`src/hbp_pkg.sv`:
```
// Constants, encodings and AHB register map for the host bus port.
// Contract
// Master drives select pins naming channel.
// Request bus, start cycles only after grant.
// Put 32-bit DMA address on AD pins.
// Low half by strobe, high by upper strobe.
// Strobes are inputs as slave, outputs mastering.
// No strobe before config write: non-multiplexed.
// Any strobe before config selects multiplexed.
// Channel select low at config: ready style.
// Value C0H: swap on, polarity, status ack.
// Reset default is left-shift address decoding.
// Core/channel select choose DMA, A or B.
// Double pulse: ignore first, vector on second.
// Single pulse: vector on the one pulse.
// DMA moves single bytes, lane by A0.
// Glue derives byte strobes from data strobe.
// Glue disables select drivers during grant.
// Reset input is active low.
// Ready mode acknowledges data and vector accesses.
// Host writes config first, only once.
// Config bits 2:1 choose acknowledge type.
// Bit 7 enables swap, bit 6 lane sense.
// Release driven pins before dropping request.
// Vector drive only in ack or read.
package hbp_pkg;
    // AHB register byte offsets
    localparam logic [7:0] HBP_OFS_CTRL = 8'h00;
    localparam logic [7:0] HBP_OFS_ADDR = 8'h04;
    localparam logic [7:0] HBP_OFS_WDATA = 8'h08;
    localparam logic [7:0] HBP_OFS_RDATA = 8'h0C;
    localparam logic [7:0] HBP_OFS_STAT = 8'h10;
    localparam logic [7:0] HBP_OFS_VEC = 8'h14;
    localparam logic [7:0] HBP_OFS_SLV = 8'h18;
    localparam logic [7:0] HBP_OFS_SRD = 8'h1C;
    // Control register fields
    localparam int HBP_CTRL_START = 0;
    localparam int HBP_CTRL_DIR = 1;
    localparam int HBP_CTRL_CH_LO = 2;
    // Config register fields
    localparam int HBP_CFG_SHIFT = 0;
    localparam int HBP_CFG_ACK_LO = 1;
    localparam int HBP_CFG_LANE = 6;
    localparam int HBP_CFG_SWAP = 7;
    localparam logic [7:0] HBP_CFG_RST = 8'h00;
    localparam logic [7:0] HBP_VEC_RST = 8'h00;
    // Acknowledge types from config bits 2:1
    localparam logic [1:0] HBP_ACK_STATUS = 2'h0;
    localparam logic [1:0] HBP_ACK_SINGLE = 2'h1;
    localparam logic [1:0] HBP_ACK_DOUBLE = 2'h3;
    // Slave targets
    localparam logic [1:0] HBP_TGT_DMA = 2'h0;
    localparam logic [1:0] HBP_TGT_CHB = 2'h2;
    localparam logic [1:0] HBP_TGT_CHA = 2'h3;
    // Cycles per address phase of a master transfer
    localparam logic [3:0] HBP_PH_CYC = 4'h3;
    // Master sequencer states
    typedef enum logic [2:0] {
        HBP_IDLE = 3'b000,
        HBP_REQ = 3'b001,
        HBP_ALO = 3'b010,
        HBP_AHI = 3'b011,
        HBP_DATA = 3'b100,
        HBP_REL = 3'b101
    } hbp_state_t;
endpackage

```
`src/hbp_sync.sv`:
```
// Two-flop synchroniser for a group of pin inputs.
`timescale 1ns/1ps
`default_nettype none
module hbp_sync #(
    parameter int WIDTH = 1,
    parameter logic [WIDTH-1:0] RST_VAL = '1
) (
    // Clock and reset
    input wire logic hclk,
    input wire logic hresetn,
    // Pin side and synced side
    input wire logic [WIDTH-1:0] din,
    output logic [WIDTH-1:0] dout
);
    // Both stages held in one state word
    typedef struct packed {
        logic [WIDTH-1:0] meta;
        logic [WIDTH-1:0] stab;
    } hbp_sync_t;
    hbp_sync_t s_q, s_d;

    // First stage only feeds the second
    always_comb begin
        s_d.meta = din;
        s_d.stab = s_q.meta;
    end

    // Idle pin level on reset
    always_ff @(posedge hclk or negedge hresetn) begin
        if (!hresetn) begin
            s_q <= {RST_VAL, RST_VAL};
        end else begin
            s_q <= s_d;
        end
    end

    assign dout = s_q.stab;
endmodule
`default_nettype wire

```
`src/hbp_port.sv`:
```
// Host bus port: slave to the host pins, DMA bus master, AHB-Lite registers.
//
// Our own choices: the register addresses and the AHB-Lite slave port.
`timescale 1ns/1ps
`default_nettype none
module hbp_port
    import hbp_pkg::*;
(
    // Clock and reset
    input wire logic hclk,
    input wire logic hresetn,
    // AHB-Lite slave
    input wire logic hsel,
    input wire logic [7:0] haddr,
    input wire logic [1:0] htrans,
    input wire logic hwrite,
    input wire logic [2:0] hsize,
    input wire logic hready,
    input wire logic [31:0] hwdata,
    output logic [31:0] hrdata,
    output logic hreadyout,
    output logic hresp,
    // Host control pins, sampled
    input wire logic ce_n,
    input wire logic rd_n_in,
    input wire logic wr_n_in,
    input wire logic ds_n_in,
    input wire logic rw_in,
    input wire logic irq_ack_in_n,
    input wire logic bus_grant_in_n,
    // Two-way strobes and selects
    input wire logic addr_latch_strobe_n_in,
    input wire logic core_select_pin_in,
    input wire logic channel_select_pin_in,
    input wire logic wait_ready_in,
    input wire logic [15:0] ad_in,
    output logic rd_n_out,
    output logic wr_n_out,
    output logic ds_n_out,
    output logic rw_out,
    output logic addr_latch_strobe_n_out,
    output logic upper_addr_strobe_n,
    output logic ctl_oe_n,
    output logic core_select_pin_out,
    output logic channel_select_pin_out,
    output logic sel_oe_n,
    output logic wait_ready_out,
    output logic wait_ready_oe_n,
    output logic [15:0] ad_out,
    output logic ad_oe_n,
    // Arbitration
    output logic bus_request_out_n
);
    // Synced pin inputs
    logic [26:0] pin_s;
    logic ce_s, rd_s, wr_s, ds_s, rw_s, ack_s, gnt_s, as_s;
    logic cs_s, ch_s, wrdy_s;
    logic [15:0] ad_s;

    // Every pin passes two flops before use
    hbp_sync #(.WIDTH(27), .RST_VAL(27'h7FF_FFFF)) u_sync (
        .hclk(hclk),
        .hresetn(hresetn),
        .din({ce_n, rd_n_in, wr_n_in, ds_n_in, rw_in, irq_ack_in_n,
              bus_grant_in_n, addr_latch_strobe_n_in, core_select_pin_in,
              channel_select_pin_in, wait_ready_in, ad_in}),
        .dout(pin_s)
    );
    assign {ce_s, rd_s, wr_s, ds_s, rw_s, ack_s, gnt_s, as_s, cs_s,
            ch_s, wrdy_s, ad_s} = pin_s;

    // Whole module state
    typedef struct packed {
        hbp_state_t st;
        logic [3:0] tcnt;
        logic configured;
        logic muxed;
        logic as_seen;
        logic ready_mode;
        logic [7:0] cfg;
        logic [31:0] dma_addr;
        logic [7:0] wdata;
        logic [7:0] rdata;
        logic dir;
        logic [1:0] chan;
        logic done;
        logic [7:0] vector;
        logic [7:0] srd;
        logic [15:0] sinfo;
        logic [4:0] idx;
        logic prev_str;
        logic prev_as;
        logic prev_ack;
        logic ack_cnt;
        logic slv_drv;
        logic vec_drv;
        logic ap_wr;
        logic [7:0] ap_addr;
        logic [31:0] hrdata;
        logic [15:0] ad_out;
        logic ad_oe_n;
        logic as_n;
        logic uas_n;
        logic ds_n;
        logic rd_n;
        logic wr_n;
        logic ctl_oe_n;
        logic sel_oe_n;
        logic wrdy_o;
        logic wrdy_oe_n;
        logic req_n;
    } hbp_port_t;
    hbp_port_t s_q, s_d;

    // Slave target from core and channel selects
    function automatic logic [1:0] tgt_of(input logic cs, input logic ch);
        // Core low picks DMA, else channel A or B
        if (!cs) begin
            tgt_of = HBP_TGT_DMA;
        end else if (ch) begin
            tgt_of = HBP_TGT_CHA;
        end else begin
            tgt_of = HBP_TGT_CHB;
        end
    endfunction

    // Register index from AD lines per shift mode
    // cfg bit0 clear at reset: left shift
    function automatic logic [4:0] idx_of(input logic [15:0] ad,
                                          input logic right);
        idx_of = right ? ad[4:0] : ad[5:1];
    endfunction

    // Helper terms
    logic strobe, hwr, str_rise, str_fall, ack_on, ack_off;
    logic [1:0] ack_type;
    logic take, done_ph, upper_lane;
    logic [31:0] rd_mux;

    always_comb begin
        strobe = !ce_s && (!rd_s || !wr_s || !ds_s);
        hwr = !wr_s || (!ds_s && !rw_s);
        str_rise = strobe && !s_q.prev_str;
        str_fall = !strobe && s_q.prev_str;
        ack_on = !ack_s && s_q.prev_ack;
        ack_off = ack_s && !s_q.prev_ack;
        ack_type = s_q.cfg[HBP_CFG_ACK_LO +: 2];
        take = hsel && hready && htrans[1];
        // Byte lane of a DMA read
        upper_lane = s_q.cfg[HBP_CFG_SWAP] &&
                     (s_q.dma_addr[0] == s_q.cfg[HBP_CFG_LANE]);
        // Ready mode waits for ready low, wait mode for wait released
        done_ph = (s_q.tcnt >= HBP_PH_CYC - 4'h1) &&
                  (s_q.ready_mode ? !wrdy_s : wrdy_s);
    end

    // Read data chosen at the address phase
    always_comb begin
        rd_mux = 32'h0000_0000;
        if (haddr == HBP_OFS_CTRL) begin
            rd_mux = {28'h000_0000, s_q.chan, s_q.dir, 1'b0};
        end else if (haddr == HBP_OFS_ADDR) begin
            rd_mux = s_q.dma_addr;
        end else if (haddr == HBP_OFS_WDATA) begin
            rd_mux = {24'h00_0000, s_q.wdata};
        end else if (haddr == HBP_OFS_RDATA) begin
            rd_mux = {24'h00_0000, s_q.rdata};
        end else if (haddr == HBP_OFS_STAT) begin
            rd_mux = {16'h0000, s_q.cfg, 3'h0, s_q.done,
                      s_q.ready_mode, s_q.configured, s_q.muxed,
                      (s_q.st != HBP_IDLE)};
        end else if (haddr == HBP_OFS_VEC) begin
            rd_mux = {24'h00_0000, s_q.vector};
        end else if (haddr == HBP_OFS_SLV) begin
            rd_mux = {16'h0000, s_q.sinfo};
        end else if (haddr == HBP_OFS_SRD) begin
            rd_mux = {24'h00_0000, s_q.srd};
        end
    end

    // Next state of everything
    always_comb begin
        s_d = s_q;
        s_d.prev_str = strobe;
        s_d.prev_as = as_s;
        s_d.prev_ack = ack_s;
        // AHB address phase capture
        s_d.ap_wr = take && hwrite;
        s_d.ap_addr = haddr;
        if (take && !hwrite) begin
            s_d.hrdata = rd_mux;
        end
        // AHB data phase writes
        if (s_q.ap_wr) begin
            if (s_q.ap_addr == HBP_OFS_CTRL) begin
                s_d.dir = hwdata[HBP_CTRL_DIR];
                s_d.chan = hwdata[HBP_CTRL_CH_LO +: 2];
                if (hwdata[HBP_CTRL_START] && s_q.st == HBP_IDLE) begin
                    s_d.st = HBP_REQ;
                    s_d.done = 1'b0;
                end
            end else if (s_q.ap_addr == HBP_OFS_ADDR) begin
                s_d.dma_addr = hwdata;
            end else if (s_q.ap_addr == HBP_OFS_WDATA) begin
                s_d.wdata = hwdata[7:0];
            end else if (s_q.ap_addr == HBP_OFS_VEC) begin
                s_d.vector = hwdata[7:0];
            end else if (s_q.ap_addr == HBP_OFS_SRD) begin
                s_d.srd = hwdata[7:0];
            end
        end
        // strobe before config, chip enable ignored
        if (!s_q.configured && !as_s && s_q.prev_as) begin
            s_d.as_seen = 1'b1;
        end
        // Multiplexed mode latches index on strobe release
        if (s_q.muxed && as_s && !s_q.prev_as && s_q.st == HBP_IDLE) begin
            s_d.idx = idx_of(ad_s, s_q.cfg[HBP_CFG_SHIFT]);
        end
        // Slave read starts driving register data, or the vector when ack is low under status acknowledge
        if (str_rise && !hwr && s_q.st == HBP_IDLE) begin
            if (!ack_s && ack_type == HBP_ACK_STATUS) begin
                s_d.vec_drv = 1'b1;
            end else begin
                s_d.slv_drv = 1'b1;
            end
        end
        // Slave write completes at strobe end
        if (str_fall) begin
            s_d.slv_drv = 1'b0;
            if (ack_type == HBP_ACK_STATUS) begin
                s_d.vec_drv = 1'b0;
            end
            if (s_q.sinfo[7]) begin
                if (!s_q.configured && !cs_s) begin
                    // mode from earlier strobe only
                    s_d.configured = 1'b1;
                    s_d.muxed = s_q.as_seen;
                    // channel select low picks ready
                    s_d.ready_mode = !ch_s;
                    // value sets swap, lane and ack type
                    s_d.cfg = ad_s[7:0];
                end
                s_d.sinfo[15:8] = ad_s[7:0];
            end
        end
        // record target and index of each access
        if (str_rise) begin
            s_d.sinfo[7] = hwr;
            s_d.sinfo[6:5] = tgt_of(cs_s, ch_s);
            s_d.sinfo[4:0] = s_q.idx;
        end
        // pulsed acknowledge types
        if (ack_on && ack_type == HBP_ACK_SINGLE) begin
            // vector on the one pulse
            s_d.vec_drv = 1'b1;
        end else if (ack_on && ack_type == HBP_ACK_DOUBLE) begin
            // first pulse only counted
            s_d.ack_cnt = !s_q.ack_cnt;
            s_d.vec_drv = s_q.ack_cnt;
        end
        if (ack_off && ack_type != HBP_ACK_STATUS) begin
            s_d.vec_drv = 1'b0;
        end
        // Master sequencer
        s_d.tcnt = s_q.tcnt + 4'h1;
        case (s_q.st)
            HBP_IDLE: begin
                s_d.tcnt = 4'h0;
            end
            HBP_REQ: begin
                // start only after grant
                s_d.tcnt = 4'h0;
                if (!gnt_s) begin
                    s_d.st = HBP_ALO;
                    s_d.slv_drv = 1'b0;
                    s_d.vec_drv = 1'b0;
                end
            end
            HBP_ALO: begin
                if (s_q.tcnt == HBP_PH_CYC - 4'h1) begin
                    s_d.st = HBP_AHI;
                    s_d.tcnt = 4'h0;
                end
            end
            HBP_AHI: begin
                if (s_q.tcnt == HBP_PH_CYC - 4'h1) begin
                    s_d.st = HBP_DATA;
                    s_d.tcnt = 4'h0;
                end
            end
            HBP_DATA: begin
                if (done_ph) begin
                    // read lane from swap controls
                    if (!s_q.dir) begin
                        s_d.rdata = upper_lane ? ad_s[15:8] : ad_s[7:0];
                    end
                    s_d.st = HBP_REL;
                end
            end
            HBP_REL: begin
                s_d.st = HBP_IDLE;
                s_d.done = 1'b1;
            end
            default: begin
                s_d.st = HBP_IDLE;
            end
        endcase
        // Pin outputs from next state, so they come from flops
        s_d.req_n = !(s_d.st != HBP_IDLE);
        // drive only inside the owned window
        s_d.ctl_oe_n = !(s_d.st inside {HBP_ALO, HBP_AHI, HBP_DATA});
        s_d.sel_oe_n = s_d.ctl_oe_n;
        // each half qualified by its own strobe
        s_d.as_n = !(s_d.st == HBP_ALO && s_d.tcnt != HBP_PH_CYC - 4'h1);
        s_d.uas_n = !(s_d.st == HBP_AHI && s_d.tcnt != HBP_PH_CYC - 4'h1);
        s_d.ds_n = !(s_d.st == HBP_DATA);
        s_d.rd_n = !(s_d.st == HBP_DATA && !s_d.dir);
        s_d.wr_n = !(s_d.st == HBP_DATA && s_d.dir);
        // address halves, then write byte
        if (s_d.st == HBP_ALO) begin
            s_d.ad_out = s_d.dma_addr[15:0];
        end else if (s_d.st == HBP_AHI) begin
            s_d.ad_out = s_d.dma_addr[31:16];
        end else if (s_d.st == HBP_DATA) begin
            // single byte on both lanes
            s_d.ad_out = {s_d.wdata, s_d.wdata};
        end else if (s_d.vec_drv) begin
            s_d.ad_out = {s_d.vector, s_d.vector};
        end else begin
            s_d.ad_out = {s_d.srd, s_d.srd};
        end
        // vector or data only in ack or read
        s_d.ad_oe_n = !((s_d.ctl_oe_n == 1'b0 && !(s_d.st == HBP_DATA &&
                         !s_d.dir)) || s_d.vec_drv || s_d.slv_drv);
        // acknowledge data and vector accesses
        s_d.wrdy_oe_n = !(s_d.st == HBP_IDLE &&
                          (s_d.vec_drv || s_d.slv_drv || strobe));
        s_d.wrdy_o = !s_d.ready_mode;
    end

    // active-low reset, constants only
    always_ff @(posedge hclk or negedge hresetn) begin
        if (!hresetn) begin
            s_q <= '0;
            s_q.st <= HBP_IDLE;
            s_q.cfg <= HBP_CFG_RST;
            s_q.vector <= HBP_VEC_RST;
            s_q.prev_str <= 1'b0;
            s_q.prev_as <= 1'b1;
            s_q.prev_ack <= 1'b1;
            s_q.ad_oe_n <= 1'b1;
            s_q.as_n <= 1'b1;
            s_q.uas_n <= 1'b1;
            s_q.ds_n <= 1'b1;
            s_q.rd_n <= 1'b1;
            s_q.wr_n <= 1'b1;
            s_q.ctl_oe_n <= 1'b1;
            s_q.sel_oe_n <= 1'b1;
            s_q.wrdy_o <= 1'b1;
            s_q.wrdy_oe_n <= 1'b1;
            s_q.req_n <= 1'b1;
        end else begin
            s_q <= s_d;
        end
    end

    // Outputs
    assign hrdata = s_q.hrdata;
    assign hreadyout = 1'b1;
    assign hresp = 1'b0;
    assign rd_n_out = s_q.rd_n;
    assign wr_n_out = s_q.wr_n;
    assign ds_n_out = s_q.ds_n;
    assign rw_out = !s_q.dir;
    assign addr_latch_strobe_n_out = s_q.as_n;
    assign upper_addr_strobe_n = s_q.uas_n;
    assign ctl_oe_n = s_q.ctl_oe_n;
    // select pins name the active channel
    assign core_select_pin_out = s_q.chan[0];
    assign channel_select_pin_out = s_q.chan[1];
    assign sel_oe_n = s_q.sel_oe_n;
    assign wait_ready_out = s_q.wrdy_o;
    assign wait_ready_oe_n = s_q.wrdy_oe_n;
    assign ad_out = s_q.ad_out;
    assign ad_oe_n = s_q.ad_oe_n;
    assign bus_request_out_n = s_q.req_n;
endmodule
`default_nettype wire

```
`config.mk`:
```
export PLATFORM = sky130hd
export DESIGN_NAME = hbp_port
export DESIGN_NICKNAME = d
export VERILOG_FILES = /design/src/hbp_pkg.sv /design/src/hbp_sync.sv /design/src/hbp_port.sv
export SDC_FILE = /design/constraint.sdc
export NUM_CORES = 1
export LEC_CHECK = 0
export BUFFER_PORTS_ARGS = -buffer_cell sky130_fd_sc_hd__buf_2
export CAP_MARGIN = 20
export CORE_MARGIN = 1
export CORE_UTILIZATION = 57
export CTS_CLUSTER_DIAMETER = 100
export DETAILED_ROUTE_END_ITERATION = 12
export GPL_TIMING_DRIVEN = 0
export PLACE_DENSITY = 0.82
export SETUP_SLACK_MARGIN = 0.4
export SYNTH_ARGS = -nofsm -noshare
export SYNTH_HDL_FRONTEND = slang
export SYNTH_SLANG_ARGS = --single-unit
```
`constraint.sdc`:
```
create_clock -name hclk -period 2.9 [get_ports hclk]
set_input_delay 0.58 -clock hclk [delete_from_list [all_inputs] [get_ports hclk]]
set_output_delay 0.58 -clock hclk [all_outputs]
set_load 0.01 [all_outputs]
```
==> results of run 1 <==
Yosys cell counts, types with 4 or more instances:
cell type,count
sky130_fd_sc_hd__nor2_1,43
sky130_fd_sc_hd__nand3_1,25
sky130_fd_sc_hd__or3_1,4
sky130_fd_sc_hd__mux2i_1,13
sky130_fd_sc_hd__dfrtp_1,169
sky130_fd_sc_hd__o21ai_0,24
sky130_fd_sc_hd__nand2b_1,4
sky130_fd_sc_hd__buf_2,8
sky130_fd_sc_hd__inv_1,14
sky130_fd_sc_hd__nand2_1,62
sky130_fd_sc_hd__nor2b_1,7
sky130_fd_sc_hd__nor3_1,22
sky130_fd_sc_hd__o22ai_1,17
sky130_fd_sc_hd__a21oi_1,38
sky130_fd_sc_hd__o21ba_2,6
sky130_fd_sc_hd__buf_4,51
sky130_fd_sc_hd__dfstp_2,66
sky130_fd_sc_hd__mux2_2,95
sky130_fd_sc_hd__nor3_2,9
sky130_fd_sc_hd__a22oi_1,14
sky130_fd_sc_hd__clkbuf_1,21
worst reg2reg max path, cell delays in order (launching register included):
cell and delay [ns]:
sky130_fd_sc_hd__dfrtp_1 0.35, sky130_fd_sc_hd__clkbuf_1 0.22, sky130_fd_sc_hd__or3_1 0.57, sky130_fd_sc_hd__o31a_1 0.33, sky130_fd_sc_hd__clkbuf_1 0.26, sky130_fd_sc_hd__nor3_1 0.27, sky130_fd_sc_hd__o21ba_2 0.24, sky130_fd_sc_hd__nor3_2 0.07
worst min-delay path by stage:
stage	endpoint	depth (start not counted)	from
floorplan	ack_type[0]	0	hresetn
global placement	u_sync.dout[19]	0	u_sync.s_d[19]
detailed placement	u_sync.dout[10]	0	u_sync.s_d[10]
CTS	s_q[132]	1	hresetn
global route	s_q[114]	1	hresetn
finish	s_q[69]	1	hresetn
routing by layer:
metal	vias to the layer above	routed length, um	global-route usage, %
met1	3278	9520	36.1
met2	332	11000	42.4
met4	0	575	7.73
met5	-	0	0
met3	55	1720	4.25
li1	3036	-	-
metrics by stage:
stage | instances | TNS, ns | worst slack, ns
after floorplan | 785 | 0 | 0.645
after global placement | 1139 | -520.29 | -2.62
after detailed placement | 1141 | 0 | 0.0682
after CTS | 1185 | 0 | 0.402
after global routing | 1187 | 0 | 0.377
final | 1187 | 0 | 0.470
state kept, by name, summed over array words and instances (netlist names), 2 cells and up:
signal       flops
s_q            119
ack_type         2
u_sync.s_d      27
ad_out          16
hrdata          32
u_sync.dout     27
power groups by stage:
stage               Sequential, mW  Clock (mW)  Combinational (mW)
floorplan                     4.01           0                1.45
global route                  4.07        3.47                2.40
detailed placement            4.07           0                2.15
global placement              4.06           0                2.10
finish                        4.03        3.27                2.25
CTS                           4.02        3.32                2.21
cell type report:
class / instances / area, sq um / area share [%]
Inverter: 15 / 57.6 / 0.489
Timing Repair Buffer: 140 / 766 / 6.51
Buffer: 84 / 543 / 4.62
Clock buffer: 29 / 648 / 5.51
Tap cell: 220 / 275 / 2.34
Sequential cell: 235 / 5960 / 50.7
Clock inverter: 13 / 199 / 1.69
Multi-Input combinational cell: 451 / 3310 / 28.1
cells by family (layout without fill, tap and decap cells):
family                     after synthesis  count (layout)  share of synthesized area [%]
buffers and inverters                   99             281                           6.08
muxes                                  112             112                           13.0
and+or+nand+nor                        201             201                           10.5
xor gates and xnor gates                 6               6                          0.537
adders and majority gates                2               2                          0.256
AOI/OAI and AO/OA                      128             128                           8.65
other                                    2               2                         0.0767
DFF                                    235             235                           60.9
what timing repair did:
| item | in CTS | in global routing |
|---|---|---|
| gates resized for setup | 7 | 10 |
| setup endpoints to repair | 18 | 26 |
| hold buffers | 0 | 0 |
| setup buffers | 2 | 2 |
| pin swaps | 1 | 0 |
==> metrics.csv, run 1 <==
stage,metric,value,unit
run_status,status,completed,
pwr,PnR Total Power,9.55,mW
global_routing,Global Route Usage Sum,26.0,%
timing,final critical-path required period,2.43,ns
pwr,Leak Pwr,5.56,nW
setup_path,endpoint of the most critical setup path,ad_out[2],
routing,number of search-and-repair iterations in the first detailed-routing pass,5,
pwr,proportion of total power due to net switching,28.1,%
setup_path,reg2reg end,ad_out[2],
timing,endpoints failing setup,0,
cts,Root Buffer,sky130_fd_sc_hd__clkbuf_16,
pwr,Net Sw Power,2.69,mW
die,effective utilization at floorplan,58.6,%
timing,ratio of final minimum period to clock period,83.8,%
placed_design,post-detail-place hpwl,15600,um
finish,fraction of final layout cells with drive strength greater than 1,45.8,%
setup_path,CP cell instances,"clkbuf_1, or3_1, o31a_1, clkbuf_1, nor3_1, o21ba_2, nor3_2",
setup_path,source of the critical timing path,s_q[181],
cts,insertion delay to the later sink of the worst-skew pair,0.51,ns
placed_design,area after detailed placement,10800,sq um
setup_path,kind of critical path,flip-flop to flip-flop,
pwr,sequential group share of total power,42.2,%
setup_path,crit-path max FO,10,
pwr,internal power of the cells,6.86,mW
pwr,Clock Power Share,34.2,%
finish,number of antenna diodes,0,
cts,clock slew at reported path FFs,0.06,ns
setup_path,most prevalent standard cell on the critical path,sky130_fd_sc_hd__clkbuf_1,
job,count of max-cap constraint violations,0,
timing,Peak Freq,411,MHz
synth,number of library cell types mapped by synthesis,66,
cts,CTS buffer count,23,
global_routing,initial antenna violation count,0,
pwr,worst-case vdd ir drop,0.491,mV
global_routing,maximum number of pins on one net before global-route repair,86,
routing,Via-to-Cell Ratio,5.65,
setup_path,cell depth of the worst flop-to-flop path,7,
timing,Worst Max-Slew Pin Slew,0.937,ns
timing,final worst hold slack,0.0194,ns
timing,unrepaired setup endpoints after global routing,yes,
synth,Post-Synthesis Mean Instance Area,12.5,sq um
finish,Fill cells,1191,
setup_path,maximum single-stage delay on the critical path,0.57,ns
pwr,power density cells,812,nW/um^2
synth,gate count of the mapped netlist,785,
global_routing,vias in the first global route,6526,
die,die area,17700,sq um
synth,combined area of all synthesized cells,9790,sq um
die,die boundary width,133,um
setup_path,Required @ worst endpoint,3.29,ns
setup_path,reg2reg start,s_q[181],
setup_path,Top delay family on crit path,simple AND/OR/NAND/NOR gates,
synth,Seq cells post-synth,235,
setup_path,critical path capture point type,flip-flop,
die,IO Count,141,
finish,area growth from synthesis to layout,20.1,%
setup_path,startpoint type of the worst setup path,flip-flop,
routing,violation count after the first detailed-routing iteration,528,
setup_path,critical path depth,7,
timing,worst slew slack as a fraction of its limit,37.1,%
setup_path,number of buffer and inverter instances along the worst setup path,2,
die,Die Y-Extent,133,um
routing,residual antenna-violating net count after detailed routing,0,
global_routing,first-pass GRT wire length,35200,um
synth,Synth top area share,43.2,%
synth,proportion of synthesized chip area in sequential cells,60.9,%
worst_hold_path,worst hold path type,input port to asynchronous set/reset pin,
timing,Fin Clk Skew,0.00948,ns
synth,Synthesis Warnings,0,
finish,final net count,1029,
synth,"EDFF count, synth",0,
routing,routed len/inst,19.2,um
die,number of rows created at floorplan,47,
routing,Routed Wire Length,22800,um
synth,total nets after synthesis,864,
setup_path,endpoint arrival time on the critical path,2.82,ns
routing,DRC violations left,0,
routing,detailed-route via count,6701,
synth,async set-or-reset flop fraction in the synthesized netlist,100,%
finish,"Design Area, Final",11800,sq um
cts,CTS tree,built,
cts,level count of the clock H-tree,1,
placed_design,IO Port Bufs,134,
timing,final count of pins violating max slew,0,
timing,"Hold Violations, Final",0,
placed_design,last weighted congestion value of the routability-driven placer,0.937,
global_routing,global-route congestion overflow total,0,
synth,"Primary FF master, synth",sky130_fd_sc_hd__dfrtp_1,
finish,"commonest cells after routing, fill and taps aside","sky130_fd_sc_hd__dfrtp_1 (169), sky130_fd_sc_hd__buf_2 (141), sky130_fd_sc_hd__mux2_2 (95), sky130_fd_sc_hd__dfstp_2 (66), sky130_fd_sc_hd__nand2_1 (60)",
finish,most common library cell in the layout ignoring fill and taps,sky130_fd_sc_hd__dfrtp_1,
setup_path,setup slack of the worst register-to-register path,0.47,ns
synth,cell type with the largest total area after synthesis,sky130_fd_sc_hd__dfrtp_1,
synth,top post-synthesis cells by area,"sky130_fd_sc_hd__dfrtp_1 (43%), sky130_fd_sc_hd__dfstp_2 (18%), sky130_fd_sc_hd__mux2_2 (11%), sky130_fd_sc_hd__buf_4 (3.9%), sky130_fd_sc_hd__nand2_1 (2.4%)",
die,Core Area,16700,sq um
pwr,power share of the combinational group,23.6,%
finish,fraction of the core area covered by cells at the end of the flow,70.4,%
cts,Sinks on Clock Net,235,
setup_path,cell with the largest stage delay on the worst path,sky130_fd_sc_hd__or3_1,
cts,clock buffer depth,3,
Note: power is estimated with default switching activity, not from simulation.
==> run 2, diff against run 1 <==
--- a/config.mk
+++ b/config.mk
@@ -8,11 +8,11 @@
 export BUFFER_PORTS_ARGS = -buffer_cell sky130_fd_sc_hd__buf_2
 export CAP_MARGIN = 20
 export CORE_MARGIN = 1
-export CORE_UTILIZATION = 57
+export CORE_UTILIZATION = 51
 export CTS_CLUSTER_DIAMETER = 100
 export DETAILED_ROUTE_END_ITERATION = 12
 export GPL_TIMING_DRIVEN = 0
-export PLACE_DENSITY = 0.82
+export PLACE_DENSITY = 0.77
 export SETUP_SLACK_MARGIN = 0.4
 export SYNTH_ARGS = -nofsm -noshare
 export SYNTH_HDL_FRONTEND = slang
==> constraint.sdc (replaced) <==
create_clock -name hclk -period 2.15 [get_ports hclk]
set_input_delay 0.43 -clock hclk [delete_from_list [all_inputs] [get_ports hclk]]
set_output_delay 0.43 -clock hclk [all_outputs]
set_load 0.01 [all_outputs]
==> run 2 against run 1 <==
Net effect:
- the run now ends with negative setup slack left
- power up 40%
- count of clock-buffer cells in the layout increased by 4
- sequential share of layout area shrank 5.4 points
- flip-flop and latch count is the same
- design area increased by 12%
- worst hold slack lost 0.0021 ns
- clock skew is 0.015 ns higher
- largest cell class unchanged
==> metrics.csv, run 2 (synthesis results as in run 1) <==
stage,metric,value,unit,change
cts,level count of the clock H-tree,1,,unchanged
timing,worst-case setup margin in the final layout,-0.122,ns,-0.591 ns
cts,CTS buffer count,24,,+4.3%
die,number of rows created at floorplan,50,,+6.4%
setup_path,Required @ worst endpoint,2.56,ns,-0.73 ns
pwr,power share of the combinational group,27.9,%,+4.3 points
setup_path,maximum single-stage delay on the critical path,0.58,ns,about the same
timing,endpoints failing setup,16,,+16
die,Core Area,18800,sq um,+12%
cts,clock buffer depth,3,,unchanged
placed_design,last weighted congestion value of the routability-driven placer,0.880,,-6.1%
pwr,worst-case vdd ir drop,0.763,mV,+56%
timing,"Hold Violations, Final",0,,unchanged
finish,fraction of final layout cells with drive strength greater than 1,56.8,%,+11 points
timing,Worst Max-Slew Pin Slew,0.800,ns,-0.137 ns
cts,Sinks on Clock Net,235,,unchanged
global_routing,vias in the first global route,7113,,+9.0%
pwr,proportion of total power due to net switching,29.9,%,+1.7 points
placed_design,post-detail-place hpwl,16400,um,+5.0%
placed_design,Placed Cells,1154,,+1.1%
global_routing,Global Route Usage Sum,25.7,%,-0.35 points
setup_path,cell depth of the worst flop-to-flop path,7,,unchanged
die,die boundary width,141,um,+5.6%
timing,final critical-path required period,2.27,ns,-0.159 ns
placed_design,IO Port Bufs,134,,unchanged
die,die area,19800,sq um,+12%
timing,Peak Freq,440,MHz,+7.0%
run_status,violations in the final reports,negative setup slack,,
timing,final count of pins violating max slew,0,,unchanged
pwr,sequential group share of total power,41.2,%,-1.0 points
job,count of max-cap constraint violations,0,,unchanged
pwr,Clock Power Share,30.9,%,-3.3 points
worst_hold_path,WHS Endpoint,u_sync.s_d[22],,
setup_path,startpoint type of the worst setup path,flip-flop,,
finish,"Cell Count, Final, Fillers Out",1265,,+6.6%
worst_hold_path,Worst Hold Path Cells,1,,
routing,Routed Wire Length,25600,um,+12%
timing,unrepaired setup endpoints after global routing,yes,,
pwr,Net Sw Power,4.00,mW,+49%
routing,routed len/inst,20.2,um,+5.5%
die,IO Count,141,,unchanged
setup_path,critical path capture point type,flip-flop,,
routing,detailed-route via count,7134,,+6.5%
finish,number of flip-flops in the largest register,119,,unchanged
timing,worst slew slack as a fraction of its limit,46.5,%,+9.4 points
worst_hold_path,worst hold path type,input port to flip-flop,,
setup_path,reg2reg end,ad_out[4],,
finish,number of antenna diodes,0,,unchanged
routing,number of search-and-repair iterations in the first detailed-routing pass,5,,unchanged
finish,most common library cell in the layout ignoring fill and taps,sky130_fd_sc_hd__dfrtp_1,,
setup_path,setup slack of the worst register-to-register path,-0.12,ns,-0.59 ns
finish,"commonest cells after routing, fill and taps aside","sky130_fd_sc_hd__dfrtp_1 (166), sky130_fd_sc_hd__buf_2 (135), sky130_fd_sc_hd__buf_4 (85), sky130_fd_sc_hd__dfstp_2 (66), sky130_fd_sc_hd__nand2_1 (58)",,
routing,violation count after the first detailed-routing iteration,579,,+9.7%
global_routing,first-pass GRT wire length,38700,um,+10%
setup_path,CP cell instances,"or4b_4, nor4b_4, buf_6, buf_8, mux2_4, o22ai_2, nor3_1",,
global_routing,initial antenna violation count,0,,unchanged
cts,clock slew at reported path FFs,0.07,ns,about the same
pwr,power density cells,1020,nW/um^2,+25%
cts,Root Buffer,sky130_fd_sc_hd__clkbuf_16,,
routing,DRC violations left,0,,unchanged
global_routing,global-route congestion overflow total,0,,unchanged
timing,ratio of final minimum period to clock period,106,%,+22 points
finish,Reg with most FFs,s_q,,
worst_hold_path,origin of the worst min-delay path,rw_in,,
placed_design,Post-Place Setup Slack,-0.495,ns,-0.563 ns
routing,residual antenna-violating net count after detailed routing,0,,unchanged
setup_path,endpoint arrival time on the critical path,2.68,ns,-0.14 ns
run_status,status,"finished, violations left",,
setup_path,kind of critical path,flip-flop to flip-flop,,
setup_path,crit-path max FO,10,,unchanged
global_routing,maximum number of pins on one net before global-route repair,135,,+57%
timing,Fin Clk Skew,0.0245,ns,+0.0150 ns
setup_path,reg2reg start,s_q[64],,
finish,final net count,1092,,+6.1%
routing,Via-to-Cell Ratio,5.64,,-0.10%
finish,area growth from synthesis to layout,34.6,%,
cts,insertion delay to the later sink of the worst-skew pair,0.53,ns,+0.02 ns
die,effective utilization at floorplan,52.2,%,-6.5 points
setup_path,cell with the largest stage delay on the worst path,sky130_fd_sc_hd__or4b_4,,
die,Die Y-Extent,141,um,+5.6%
finish,Fill cells,1243,,+4.4%
cts,CTS tree,built,,
pwr,Leak Pwr,6.11,nW,+9.9%
pwr,internal power of the cells,9.40,mW,+37%
[run 2: repair_timing]
action                                 CTS  global route
gates resized for setup                 95            56
buffers inserted                        23            18
hold buffers                            24             1
setup endpoints to repair              120           242
gates cloned                             0             1
pin swaps                               13            16
endpoints found under the hold margin   94             1
[run 2: cell type report]
| type | instances | area, sq um | share of cell area (%) |
|---|---|---|---|
| clock buffer | 33 | 696 | 5.28 |
| sequential | 235 | 5970 | 45.3 |
| multi-input combinational | 452 | 4060 | 30.8 |
| buffer | 84 | 687 | 5.21 |
| clock inverter | 11 | 100 | 0.760 |
| inverter | 15 | 61.3 | 0.465 |
| timing repair buffer | 201 | 1320 | 10.0 |
| tap | 234 | 293 | 2.22 |
[run 2: worst max path at each step]
stage | from | endpoint | slack [ns] | depth (start not counted)
4_1_cts | s_q[64] | ad_out[6] | -0.14 | 6
3_3_place_gp | hresetn | s_q[84] | -3.26 | 1
2_1_floorplan | s_q[64] | ad_out[14] | -0.03 | 6
5_1_grt | s_q[64] | ad_out[4] | -0.18 | 7
3_5_place_dp | s_q[175] | ad_out[9] | -0.49 | 8
6_report | s_q[64] | ad_out[4] | -0.12 | 7
[run 2: layer usage]
| metal | routed length (um) | global-route usage [%] |
|---|---|---|
| met1 | 10200 | 33.7 |
| met2 | 12700 | 42.8 |
| met3 | 1770 | 4.72 |
| met4 | 896 | 9.21 |
| met5 | 0 | 0 |
[run 2: per-stage QoR]
stage | util, % | hold WS (ns) | power (mW) | setup TNS, ns | instance area (sq um)
global route | 70.2 | 0.000652 | 13.9 | -2.43 | 13200
floorplan | - | 0.134 | 7.48 | -0.301 | 10200
CTS | 68.3 | 0.00330 | 13.1 | -1.53 | 12800
global placement | 59.3 | 0.346 | 8.43 | -683.53 | 11100
detailed placement | 59.5 | 0.347 | 8.51 | -15.17 | 11200
finish | 70.2 | 0.0174 | 13.4 | -1.22 | 13200
[run 2: worst max-delay path: cells and delay by family (launching register included)]
family	cells	cell delay, ns
simple gates	3	0.90
flops	1	0.38
buf+inv	2	0.36
mux	1	0.35
compound gates	1	0.17
[run 2: power groups by stage]
stage	Combinational [mW]	Clock, mW	Sequential, mW
floorplan	2.06	0	5.42
global placement	2.92	0	5.51
detailed placement	2.98	0	5.53
CTS	3.45	4.20	5.48
global route	3.97	4.40	5.56
finish	3.75	4.14	5.52
